File: src/hw/clk_sel_cfg.svh
// register map, field positions, reset values and counts for clock select
`ifndef CLK_SEL_CFG_SVH
`define CLK_SEL_CFG_SVH

`define DATA_W                16
`define ADDR_W                16
`define WORD_ZERO             16'h0000

`define ADDR_OSC_WAKE_MASK    16'h1c98
`define ADDR_CLOCK_OUT_ROUTE  16'h8400
`define ADDR_CLOCK_INPUT_MODE 16'h8c00
`define ADDR_AUX_CLOCK_ROUTE  16'h1c9c
`define ADDR_PLL_CTRL_STATUS  16'h1c80

`define WAKE_W                5
`define WAKE_MSB              4
`define WAKE_NMI_BIT          0
`define WAKE_IRQ0_BIT         1
`define WAKE_IRQ1_BIT         2
`define WAKE_IRQ2_BIT         3
`define WAKE_IRQ3_BIT         4
`define WAKE_MASK_RESET       5'h1f
`define WAKE_NONE             5'h00

`define AUX_SEL_MSB           3
`define AUX_SEL_RESET         4'hb
`define AUX_SEL_DIRECT        4'hb
`define AUX_SEL_TAP_A         4'ha
`define AUX_SEL_TAP_B         4'h8
`define AUX_SEL_OSC_DIV       4'h9

`define ROUTE_DIS_BIT         0
`define ROUTE_SRC_LSB         1
`define ROUTE_SRC_MSB         2
`define MAIN_SRC_RESET        2'h1
`define MAIN_SRC_RSVD         2'h0
`define MAIN_SRC_SYS1         2'h1
`define MAIN_SRC_SYS2         2'h2
`define MAIN_SRC_SYS3         2'h3
`define MAIN_DIS_RESET        1'b0

`define INPUT_SRC_BIT         0
`define PLLCS_SLEEP_BIT       0
`define PLLCS_BUSY_BIT        1
`define PLLCS_SLEEP_RESET     1'b0

`define STAB_CYCLES_DEFAULT   41032
`define STAB_CNT_W            16
`define STAB_CNT_ZERO         16'h0000

`define ST_AWAKE              2'b00
`define ST_SLEEP              2'b01
`define ST_STABLE             2'b11

`endif

File: src/hw/clk_sel_pkg.sv
// shared types for the clock output and wake select block
package clk_sel_pkg;
  `include "clk_sel_cfg.svh"

  typedef logic [`DATA_W-1:0]     reg_word_t;
  typedef logic [`ADDR_W-1:0]     reg_addr_t;
  typedef logic [`WAKE_W-1:0]     wake_vec_t;
  typedef logic [`STAB_CNT_W-1:0] stab_cnt_t;

  typedef enum logic [1:0] {
    ST_AWAKE_E  = `ST_AWAKE,
    ST_SLEEP_E  = `ST_SLEEP,
    ST_STABLE_E = `ST_STABLE
  } wake_state_t;
endpackage

File: src/hw/wake_if.sv
// wake request and status signals between register file and wake monitor
`timescale 1ns/1ps
interface wake_if;
  import clk_sel_pkg::*;

  wake_vec_t irq_raw;
  wake_vec_t mask;
  logic      sleep;
  logic      wake;
  logic      stab_busy;
  logic      resume;

  modport ctrl (
    output irq_raw,
    output mask,
    output sleep,
    input  wake,
    input  stab_busy,
    input  resume
  );

  modport mon (
    input  irq_raw,
    input  mask,
    input  sleep,
    output wake,
    output stab_busy,
    output resume
  );
endinterface

File: src/hw/wake_monitor.sv
// wake edge detection and oscillator stabilisation counter
`timescale 1ns/1ps
`include "clk_sel_cfg.svh"
module wake_monitor #(
  parameter int STAB_CYCLES = `STAB_CYCLES_DEFAULT
) (
  input wire logic mclk_in,
  input wire logic sys_rst_in,
  wake_if.mon      wk
);
  import clk_sel_pkg::*;

  localparam stab_cnt_t STAB_LOAD = stab_cnt_t'(STAB_CYCLES - 1);

  wake_vec_t   sync1_reg;
  wake_vec_t   sync2_reg;
  wake_vec_t   prev_reg;
  wake_vec_t   rise;
  wake_vec_t   armed;
  wake_state_t state_reg;
  wake_state_t state_next;
  stab_cnt_t   cnt_reg;
  stab_cnt_t   cnt_next;
  logic        cnt_done;

  // three flops per pin; the second and third stages feed edge logic.
  // no reset: the chain tracks the pins through reset, so a pin
  // held high across reset gives no false edge at release
  always_ff @(posedge mclk_in) begin
    sync1_reg <= wk.irq_raw;
    sync2_reg <= sync1_reg;
    prev_reg  <= sync2_reg;
  end

  // reference clock keeps running, so edges are caught synchronously
  assign rise     = sync2_reg & ~prev_reg;
  assign armed    = rise & ~wk.mask;
  assign wk.wake  = (state_reg == ST_SLEEP_E) && wk.sleep
                    && (armed != `WAKE_NONE);
  assign cnt_done = (cnt_reg == `STAB_CNT_ZERO);

  // sleep, then stabilise for the full count before resuming
  always_comb begin
    state_next = state_reg;
    cnt_next   = cnt_reg;
    case (state_reg)
      ST_AWAKE_E: begin
        if (wk.sleep) begin
          state_next = ST_SLEEP_E;
        end
      end
      ST_SLEEP_E: begin
        if (wk.wake) begin
          state_next = ST_STABLE_E;
          cnt_next   = STAB_LOAD;
        end else if (!wk.sleep) begin
          state_next = ST_AWAKE_E;
        end
      end
      ST_STABLE_E: begin
        if (cnt_done) begin
          state_next = ST_AWAKE_E;
        end else begin
          cnt_next = cnt_reg - stab_cnt_t'(1);
        end
      end
      default: begin
        state_next = ST_AWAKE_E;
        cnt_next   = `STAB_CNT_ZERO;
      end
    endcase
  end

  // state and counter
  always_ff @(posedge mclk_in) begin
    if (sys_rst_in) begin
      state_reg <= ST_AWAKE_E;
      cnt_reg   <= `STAB_CNT_ZERO;
    end else begin
      state_reg <= state_next;
      cnt_reg   <= cnt_next;
    end
  end

  assign wk.stab_busy = (state_reg == ST_STABLE_E);
  assign wk.resume    = (state_reg == ST_AWAKE_E) && !wk.sleep;
endmodule

File: src/hw/clock_out_and_wake_select.sv
// clock output routing, input clock select and oscillator wake masking
`timescale 1ns/1ps
`include "clk_sel_cfg.svh"
// What this block does
// - mask bits map NMI and external irqs 0-3
// - unmasked rising edge wakes, clears sleep flag
// - masked input edges never wake the oscillator
// - wake detection only while sleep flag set
// - mask resets all ones; upper bits zero
// - aux pin carries direct divided clock normally
// - main source field picks system clock 1-3
// - disable bit forces main clock pin low
// - source bit picks oscillator or external pin
// - source bit reset value from strap pin
// - count stabilisation cycles before resuming program
module clock_out_and_wake_select #(
  parameter int STAB_CYCLES = `STAB_CYCLES_DEFAULT
) (
  // clock, reset and register bus
  input  wire logic                   mclk_in,
  input  wire logic                   sys_rst_in,
  input  wire clk_sel_pkg::reg_addr_t addr_in,
  input  wire clk_sel_pkg::reg_word_t wr_data_in,
  input  wire logic                   wr_en_in,
  input  wire logic                   rd_en_in,
  output      clk_sel_pkg::reg_word_t rd_data_out,
  // wake and strap pins, asynchronous to mclk_in
  input  wire logic                   nmi_in,
  input  wire logic                   ext_irq0_in,
  input  wire logic                   ext_irq1_in,
  input  wire logic                   ext_irq2_in,
  input  wire logic                   ext_irq3_in,
  input  wire logic                   clock_strap_pin_in,
  // clock sources, muxed without sampling
  input  wire logic                   osc_output_in,
  input  wire logic                   ext_clock_pin_in,
  input  wire logic                   sys_clock_1_in,
  input  wire logic                   sys_clock_2_in,
  input  wire logic                   sys_clock_3_in,
  input  wire logic                   pll_tap_a_in,
  input  wire logic                   pll_tap_b_in,
  input  wire logic                   osc_div_clk_in,
  input  wire logic                   direct_div_clk_in,
  // routed clocks and status
  output      logic                   main_clock_pin_out,
  output      logic                   aux_clock_pin_out,
  output      logic                   dev_input_clock_out,
  output      logic                   input_clock_source_bit_out,
  output      logic                   osc_sleep_flag_out,
  output      logic                   stabilizing_out,
  output      logic                   cpu_resume_out
);
  import clk_sel_pkg::*;

  // register state; only implemented bits are stored, reserved
  // bits are rebuilt as zeros on the read path
  wake_vec_t  osc_wake_mask_reg;
  logic [`AUX_SEL_MSB:0] aux_clk_select_reg;
  logic [`ROUTE_SRC_MSB:`ROUTE_SRC_LSB] main_clk_out_source_reg;
  logic       main_clk_out_disable_reg;
  logic       input_clock_source_bit_reg;
  logic       osc_sleep_flag_reg;
  logic       osc_sleep_flag_next;
  reg_word_t  rd_data_reg;
  reg_word_t  rd_data_next;

  // strap synchroniser
  logic       strap_sync1_reg;
  logic       strap_sync2_reg;

  // decode wires
  logic       hit_wake_mask;
  logic       hit_clock_route;
  logic       hit_input_mode;
  logic       hit_aux_route;
  logic       hit_pll_status;
  logic       wr_wake_mask;
  logic       wr_clock_route;
  logic       wr_input_mode;
  logic       wr_aux_route;
  logic       wr_pll_status;

  // named mask bits
  // one wire per input keeps the bit order easy to audit
  logic       wake_mask_nmi;
  logic       wake_mask_irq0;
  logic       wake_mask_irq1;
  logic       wake_mask_irq2;
  logic       wake_mask_irq3;

  // read-back words
  reg_word_t  wake_mask_word;
  reg_word_t  clock_route_word;
  reg_word_t  input_mode_word;
  reg_word_t  aux_route_word;
  reg_word_t  pll_status_word;
  reg_word_t  read_mux;

  // clock selection wires
  // selected clocks; only the main one passes the disable gating
  logic       main_selected_clk;
  logic       aux_selected_clk;

  wake_if wk ();

  // one address compare, reused for every register
  // exact match, so no aliased address can hit a register
  function automatic logic addr_hit(input reg_addr_t a,
                                    input reg_addr_t target);
    addr_hit = (a == target);
  endfunction

  // address decode
  // unmapped addresses match nothing; writes there are lost
  assign hit_wake_mask   = addr_hit(addr_in, `ADDR_OSC_WAKE_MASK);
  assign hit_clock_route = addr_hit(addr_in, `ADDR_CLOCK_OUT_ROUTE);
  assign hit_input_mode  = addr_hit(addr_in, `ADDR_CLOCK_INPUT_MODE);
  assign hit_aux_route   = addr_hit(addr_in, `ADDR_AUX_CLOCK_ROUTE);
  assign hit_pll_status  = addr_hit(addr_in, `ADDR_PLL_CTRL_STATUS);

  // write strobes per register
  assign wr_wake_mask   = wr_en_in && hit_wake_mask;
  assign wr_clock_route = wr_en_in && hit_clock_route;
  assign wr_input_mode  = wr_en_in && hit_input_mode;
  assign wr_aux_route   = wr_en_in && hit_aux_route;
  assign wr_pll_status  = wr_en_in && hit_pll_status;

  // wake mask register; upper bits are not stored at all
  // all ones at reset: nothing wakes until software opts in
  always_ff @(posedge mclk_in) begin
    if (sys_rst_in) begin
      osc_wake_mask_reg <= `WAKE_MASK_RESET;
    end else if (wr_wake_mask) begin
      osc_wake_mask_reg <= wr_data_in[`WAKE_MSB:0];
    end
  end

  // per-input view of the mask
  assign wake_mask_nmi  = osc_wake_mask_reg[`WAKE_NMI_BIT];
  assign wake_mask_irq0 = osc_wake_mask_reg[`WAKE_IRQ0_BIT];
  assign wake_mask_irq1 = osc_wake_mask_reg[`WAKE_IRQ1_BIT];
  assign wake_mask_irq2 = osc_wake_mask_reg[`WAKE_IRQ2_BIT];
  assign wake_mask_irq3 = osc_wake_mask_reg[`WAKE_IRQ3_BIT];

  // wake inputs in mask bit order; monitor synchronises them
  // raw pins pass through here untouched by any logic
  assign wk.irq_raw = {ext_irq3_in, ext_irq2_in, ext_irq1_in,
                       ext_irq0_in, nmi_in};
  assign wk.mask    = {wake_mask_irq3, wake_mask_irq2, wake_mask_irq1,
                       wake_mask_irq0, wake_mask_nmi};
  assign wk.sleep   = osc_sleep_flag_reg;

  // edge detection, gating and stabilisation count
  // the count is a parameter so simulation can run a short
  // stabilising phase while silicon keeps the full length
  wake_monitor #(
    .STAB_CYCLES (STAB_CYCLES)
  ) u_wake_monitor (
    .mclk_in    (mclk_in),
    .sys_rst_in (sys_rst_in),
    .wk         (wk.mon)
  );

  // sleep flag: software write wins over a wake in the same cycle,
  // since a wake only ever clears and the write states intent
  // limitation: a write of 1 in the wake cycle keeps the flag
  // set although the monitor has already started its count,
  // so software must not rewrite the flag while it is set
  always_comb begin
    osc_sleep_flag_next = osc_sleep_flag_reg;
    if (wr_pll_status) begin
      osc_sleep_flag_next = wr_data_in[`PLLCS_SLEEP_BIT];
    end else if (wk.wake) begin
      osc_sleep_flag_next = 1'b0;
    end
  end

  // sleep flag register; clear at reset so the part runs at once
  always_ff @(posedge mclk_in) begin
    if (sys_rst_in) begin
      osc_sleep_flag_reg <= `PLLCS_SLEEP_RESET;
    end else begin
      osc_sleep_flag_reg <= osc_sleep_flag_next;
    end
  end

  // aux clock select, reset to the normal direct-divider code
  // any code may be written; the pin only knows four of them
  always_ff @(posedge mclk_in) begin
    if (sys_rst_in) begin
      aux_clk_select_reg <= `AUX_SEL_RESET;
    end else if (wr_aux_route) begin
      aux_clk_select_reg <= wr_data_in[`AUX_SEL_MSB:0];
    end
  end

  // main clock route: source field and disable bit
  // both fields share one word, so one write updates them together
  always_ff @(posedge mclk_in) begin
    if (sys_rst_in) begin
      main_clk_out_source_reg  <= `MAIN_SRC_RESET;
      main_clk_out_disable_reg <= `MAIN_DIS_RESET;
    end else if (wr_clock_route) begin
      main_clk_out_source_reg  <=
        wr_data_in[`ROUTE_SRC_MSB:`ROUTE_SRC_LSB];
      main_clk_out_disable_reg <= wr_data_in[`ROUTE_DIS_BIT];
    end
  end

  // strap pin comes from the board, so two flops first
  // no reset: the chain must already carry the strap level
  // by the time reset lets go
  always_ff @(posedge mclk_in) begin
    strap_sync1_reg <= clock_strap_pin_in;
    strap_sync2_reg <= strap_sync1_reg;
  end

  // source bit follows the strap for as long as reset is held
  // the value left at release is the strap seen two edges before
  always_ff @(posedge mclk_in) begin
    if (sys_rst_in) begin
      input_clock_source_bit_reg <= strap_sync2_reg;
    end else if (wr_input_mode) begin
      input_clock_source_bit_reg <= wr_data_in[`INPUT_SRC_BIT];
    end
  end

  // main clock source mux; reserved code gives a quiet pin
  // a steady low is safer for a consumer than a random clock
  assign main_selected_clk =
    (main_clk_out_source_reg == `MAIN_SRC_SYS1) ? sys_clock_1_in :
    (main_clk_out_source_reg == `MAIN_SRC_SYS2) ? sys_clock_2_in :
    (main_clk_out_source_reg == `MAIN_SRC_SYS3) ? sys_clock_3_in :
    1'b0;

  // disable forces a steady low rather than a stopped high
  assign main_clock_pin_out =
    main_clk_out_disable_reg ? 1'b0 : main_selected_clk;

  // aux pin: debug taps only on request, unsupported codes low
  // the taps are meant for bring-up, not for normal operation
  assign aux_selected_clk =
    (aux_clk_select_reg == `AUX_SEL_DIRECT)  ? direct_div_clk_in :
    (aux_clk_select_reg == `AUX_SEL_TAP_A)   ? pll_tap_a_in :
    (aux_clk_select_reg == `AUX_SEL_TAP_B)   ? pll_tap_b_in :
    (aux_clk_select_reg == `AUX_SEL_OSC_DIV) ? osc_div_clk_in :
    1'b0;
  assign aux_clock_pin_out = aux_selected_clk;

  // device input clock: oscillator on 0, external pin on 1
  // limitation: a plain mux; switching while both sources run
  // can give a short pulse, so change it only while quiet
  assign dev_input_clock_out =
    input_clock_source_bit_reg ? ext_clock_pin_in
                               : osc_output_in;

  // read-back words, reserved bits zero
  // words are rebuilt from fields, so reserved bits cannot leak
  assign wake_mask_word = {{(`DATA_W-`WAKE_W){1'b0}},
                           osc_wake_mask_reg};
  assign clock_route_word =
    {{(`DATA_W-`ROUTE_SRC_MSB-1){1'b0}},
     main_clk_out_source_reg, main_clk_out_disable_reg};
  assign input_mode_word =
    {{(`DATA_W-1){1'b0}}, input_clock_source_bit_reg};
  assign aux_route_word =
    {{(`DATA_W-`AUX_SEL_MSB-1){1'b0}}, aux_clk_select_reg};
  assign pll_status_word =
    {{(`DATA_W-`PLLCS_BUSY_BIT-1){1'b0}},
     wk.stab_busy, osc_sleep_flag_reg};

  // read select; unmapped addresses read zero
  // priority order is harmless: the address hits are exclusive
  assign read_mux =
    hit_wake_mask   ? wake_mask_word   :
    hit_clock_route ? clock_route_word :
    hit_input_mode  ? input_mode_word  :
    hit_aux_route   ? aux_route_word   :
    hit_pll_status  ? pll_status_word  :
    `WORD_ZERO;

  // read data valid only in the cycle after the strobe
  // zero outside that cycle keeps stale data off the bus and
  // makes a late sample by the master easy to spot
  assign rd_data_next = rd_en_in ? read_mux : `WORD_ZERO;

  // read data register
  always_ff @(posedge mclk_in) begin
    if (sys_rst_in) begin
      rd_data_reg <= `WORD_ZERO;
    end else begin
      rd_data_reg <= rd_data_next;
    end
  end

  // status outputs
  // straight from registers and the monitor state, no extra delay
  assign rd_data_out                = rd_data_reg;
  assign input_clock_source_bit_out = input_clock_source_bit_reg;
  assign osc_sleep_flag_out         = osc_sleep_flag_reg;
  assign stabilizing_out            = wk.stab_busy;
  assign cpu_resume_out             = wk.resume;
endmodule

File: config.mk
export PLATFORM = sky130hd
export DESIGN_NAME = clock_out_and_wake_select
export DESIGN_NICKNAME = d
export VERILOG_FILES = /design/src/hw/clk_sel_pkg.sv /design/src/hw/wake_if.sv /design/src/hw/wake_monitor.sv /design/src/hw/clock_out_and_wake_select.sv
export VERILOG_INCLUDE_DIRS = /design/src /design/src/hw
export SDC_FILE = /design/constraint.sdc
export NUM_CORES = 1
export LEC_CHECK = 0
export ABC_CLOCK_PERIOD_IN_PS = 3450
export BUFFER_PORTS_ARGS = -buffer_cell sky130_fd_sc_hd__buf_2
export CORE_ASPECT_RATIO = 1.1
export CORE_MARGIN = 2
export CORE_UTILIZATION = 35
export CTS_BUF_LIST = sky130_fd_sc_hd__clkbuf_8
export CTS_CLUSTER_SIZE = 10
export DETAILED_ROUTE_END_ITERATION = 10
export PLACE_DENSITY_LB_ADDON = 0.15
export SLEW_MARGIN = 20
export SYNTH_ARGS = -nofsm -noshare
export SYNTH_HDL_FRONTEND = slang
export SYNTH_SLANG_ARGS = --single-unit
export TNS_END_PERCENT = 30
File: constraint.sdc
create_clock -name mclk_in -period 3.45 [get_ports mclk_in]
set_input_delay 0.69 -clock mclk_in [delete_from_list [all_inputs] [get_ports mclk_in]]
set_output_delay 0.69 -clock mclk_in [all_outputs]
set_load 0.005 [all_outputs]
==> summary.md <==
| Metric | Value |
|---|---|
| Clk_skew | 0.00547 ns |
| Fin. max-slew vios | 0 |
| Max FFs per register | 16 |
| Vias/cell | 4.82 |
| Met2 Wirelength | 2.27 mm |
| Drt initial violations | 65 |
| CP endpoint kind | register |
| Post-synth EDFFs | 1 |
| Min-Delay Path Class | register to register |
| Post-route ant nets | 0 |
| Status | completed |
| CP required | 3.65 ns |
| Most frequent cell after synthesis | dfxtp_1 |
| Synth Register Bits | 54 |
| Post-synth cell types | 52 |
| Power per cell area | 382 nW/um2 |
| Top Metal Used | met4 |
| Tcrit/Tclk final | 70.7% |
| CP Max Fanout | 10 |
| Max-cap viol count | 0 |
| WL/cell | 12.7 um |
| First-pass GRT wire length | 8.29 mm |
| Ant diodes | 0 |
| CTS tree | yes |
| Yosys warning count | 0 |
| Half-perimeter wire length after placement | 3.77 mm |
| Hold buffer count at cts | 0 |
| H-tree depth | 2 |
| Crit path launch type | input pin |
| Postcts setup bufs | 0 |
| Number of global-route vias before repair | 1794 |
| Metal3 WL | 345 um |
| Setup violators final | 0 |
| Slew margin rel. | 58.7% |
| Routed WL | 5.00 mm |
| Post-CTS Resized | 0 |
| Fin. Hold Viols | 0 |
| Routability Congestion | 0.760 |
| Ranking of synthesized cells by area | dfxtp_1 44%, nor2_1 6.8%, xor2_1 4.3% |
| TritonCTS buffer count | 5 |
| Layout cells sized above 1 | 24.0% |
| Die area | 7610 um2 |
| Worst setup margin | 1.01 ns |
| DRC | 0 |
| Initial antenna violation count | 0 |
| Vias | 1902 |
| Kind of critical path | input pin to register |
| Die Ht | 91.3 um |
| Post-synth top area cell | dfxtp_1 |
| RSZ-0062 raised after global routing | no |
| Met1 Wirelength | 2.32 mm |
| GRT overflow | 0 |
| Sequential area share after synthesis | 45.0% |
| Fin crit period | 2.44 ns |
| Total GRT Usage | 13.3% |
| Cell row count | 31 |
| Setup TNS Final | 0 ns |
| Leak pwr | 0.00116 uW |
| Worst IR Drop VDD | 0.148 mV |
| Post-Synthesis Cells | 264 |
| Clk root buf | clkbuf_8 |
| CTS clk-pin slew, worst paths | 0.10 ns |
| Post-Syn Area per Cell | 9.18 um2 |
| Die Wd | 83.4 um |
| Top FF cell, synth | dfxtp_1 |
| Hold_ws | 0.336 ns |
| Ys async rst share | 0% |
| Largest net degree at the start of global routing | 26 |
| Buffers on Ports | 51 |
| Layout Area Growth over Synthesis | 15.1% |
| I/O pins | 74 |
| Initial Utilization | 36.6% |
| Synth top area share | 43.8% |
| Fin nets | 364 |
| Worst-skew pair later-pin latency | 0.30 ns |
| Pre-CTS setup slack | 0.704 ns |
| Clock sinks | 54 |
| Worst Tran Pin Value | 0.619 ns |
| CTS max path bufs | 2 |
| Arr. time, crit path | 2.64 ns |
| Peak Freq | 410 MHz |
| TritonRoute pass-1 iters | 4 |
| Synthesized cell area | 2420 um2 |
| Most frequent cells after synthesis | 53 x dfxtp_1, 44 x nor2_1, 15 x nand2_1, 12 x nor3_1, 12 x xor2_1 |
| Core Area | 6630 um2 |
## area by class of cell
type / instances / area [um2]
fill: 673 / 3840
multi-input combinational: 188 / 1190
sequential: 54 / 1090
timing repair buffer: 52 / 263
tap: 82 / 103
clock buffer: 6 / 82.6
inverter: 11 / 41.3
clock inverter: 2 / 17.5
## critical path, stage by stage
cell and delay, ns:
buf_2 0.11, nor4_4 0.29, nand3_2 0.13, or3_1 0.56, nor3b_4 0.48, nor2b_1 0.10, a211o_1 0.28
## cells in the final DEF, fill, tap and decap left out, types with 2 or more instances in the layout
master / instances
nand2_1: 15
nand3_1: 2
or2_2: 2
mux2i_1: 8
nor3_1: 12
xor2_1: 12
nand2b_1: 2
mux2_2: 2
a31oi_1: 2
nor3b_4: 2
nor2b_1: 8
nor4_1: 2
o211ai_1: 2
clkinv_4: 2
inv_1: 11
a211oi_1: 3
nor2_1: 44
o21ai_1: 5
buf_2: 51
nor3b_1: 5
o211ai_2: 2
dfxtp_1: 53
a21oi_1: 10
conb_1: 11
clkbuf_8: 6
nor4_4: 2
a211o_1: 9
nand4b_1: 2
or3_1: 4
## kinds of logic (layout without fill, tap and decap cells)
| logic type | Yosys count | after routing | share of synthesized area (%) |
|---|---|---|---|
| and+or+nand+nor | 110 | 110 | 25.0 |
| DFF | 54 | 54 | 45.0 |
| AOI/OAI and AO/OA | 43 | 43 | 13.1 |
| buffers and inverters | 32 | 71 | 7.33 |
| xor gates and xnor gates | 13 | 13 | 4.70 |
| muxes | 10 | 10 | 4.23 |
| adders and majority gates | 1 | 1 | 0.516 |
| other | 1 | 11 | 0.155 |
## metal layers
metal | track usage, % | vias up
met3 | 3.55 | 6
met5 | 0 | -
met1 | 16.3 | 853
li1 | - | 989
met2 | 22.6 | 54
met4 | 4.51 | 0
## final timing paths
path                                             startpoint                          end  slack (ns)  cells after the start
worst max-delay path                            addr_in[13]         osc_wake_mask_reg[3]        1.01                      7
worst min-delay path            u_wake_monitor.sync1_reg[0]  u_wake_monitor.sync2_reg[0]        0.34                      0
worst max register to register    u_wake_monitor.cnt_reg[0]    u_wake_monitor.cnt_reg[1]        1.04                      8
worst min register to register  u_wake_monitor.sync1_reg[0]  u_wake_monitor.sync2_reg[0]        0.34                      0
## metrics by stage
| stage | util, % | area (um2) | total power [uW] | cells |
|---|---|---|---|---|
| final | 42.1 | 2790 | 1070 | 395 |
| after global routing | 42.1 | 2790 | 1110 | 395 |
| after CTS | 42.1 | 2790 | 1090 | 395 |
| after detailed placement | 40.6 | 2690 | 713 | 387 |
| after global placement | 40.6 | 2690 | 712 | 387 |
| after floorplan | - | 2460 | 687 | 274 |
## where the power goes
group	switching, uW	internal (uW)
clock network	204	165
registers	3.39	636
logic	30.9	26.9
Power figures use the tool's default switching activity.
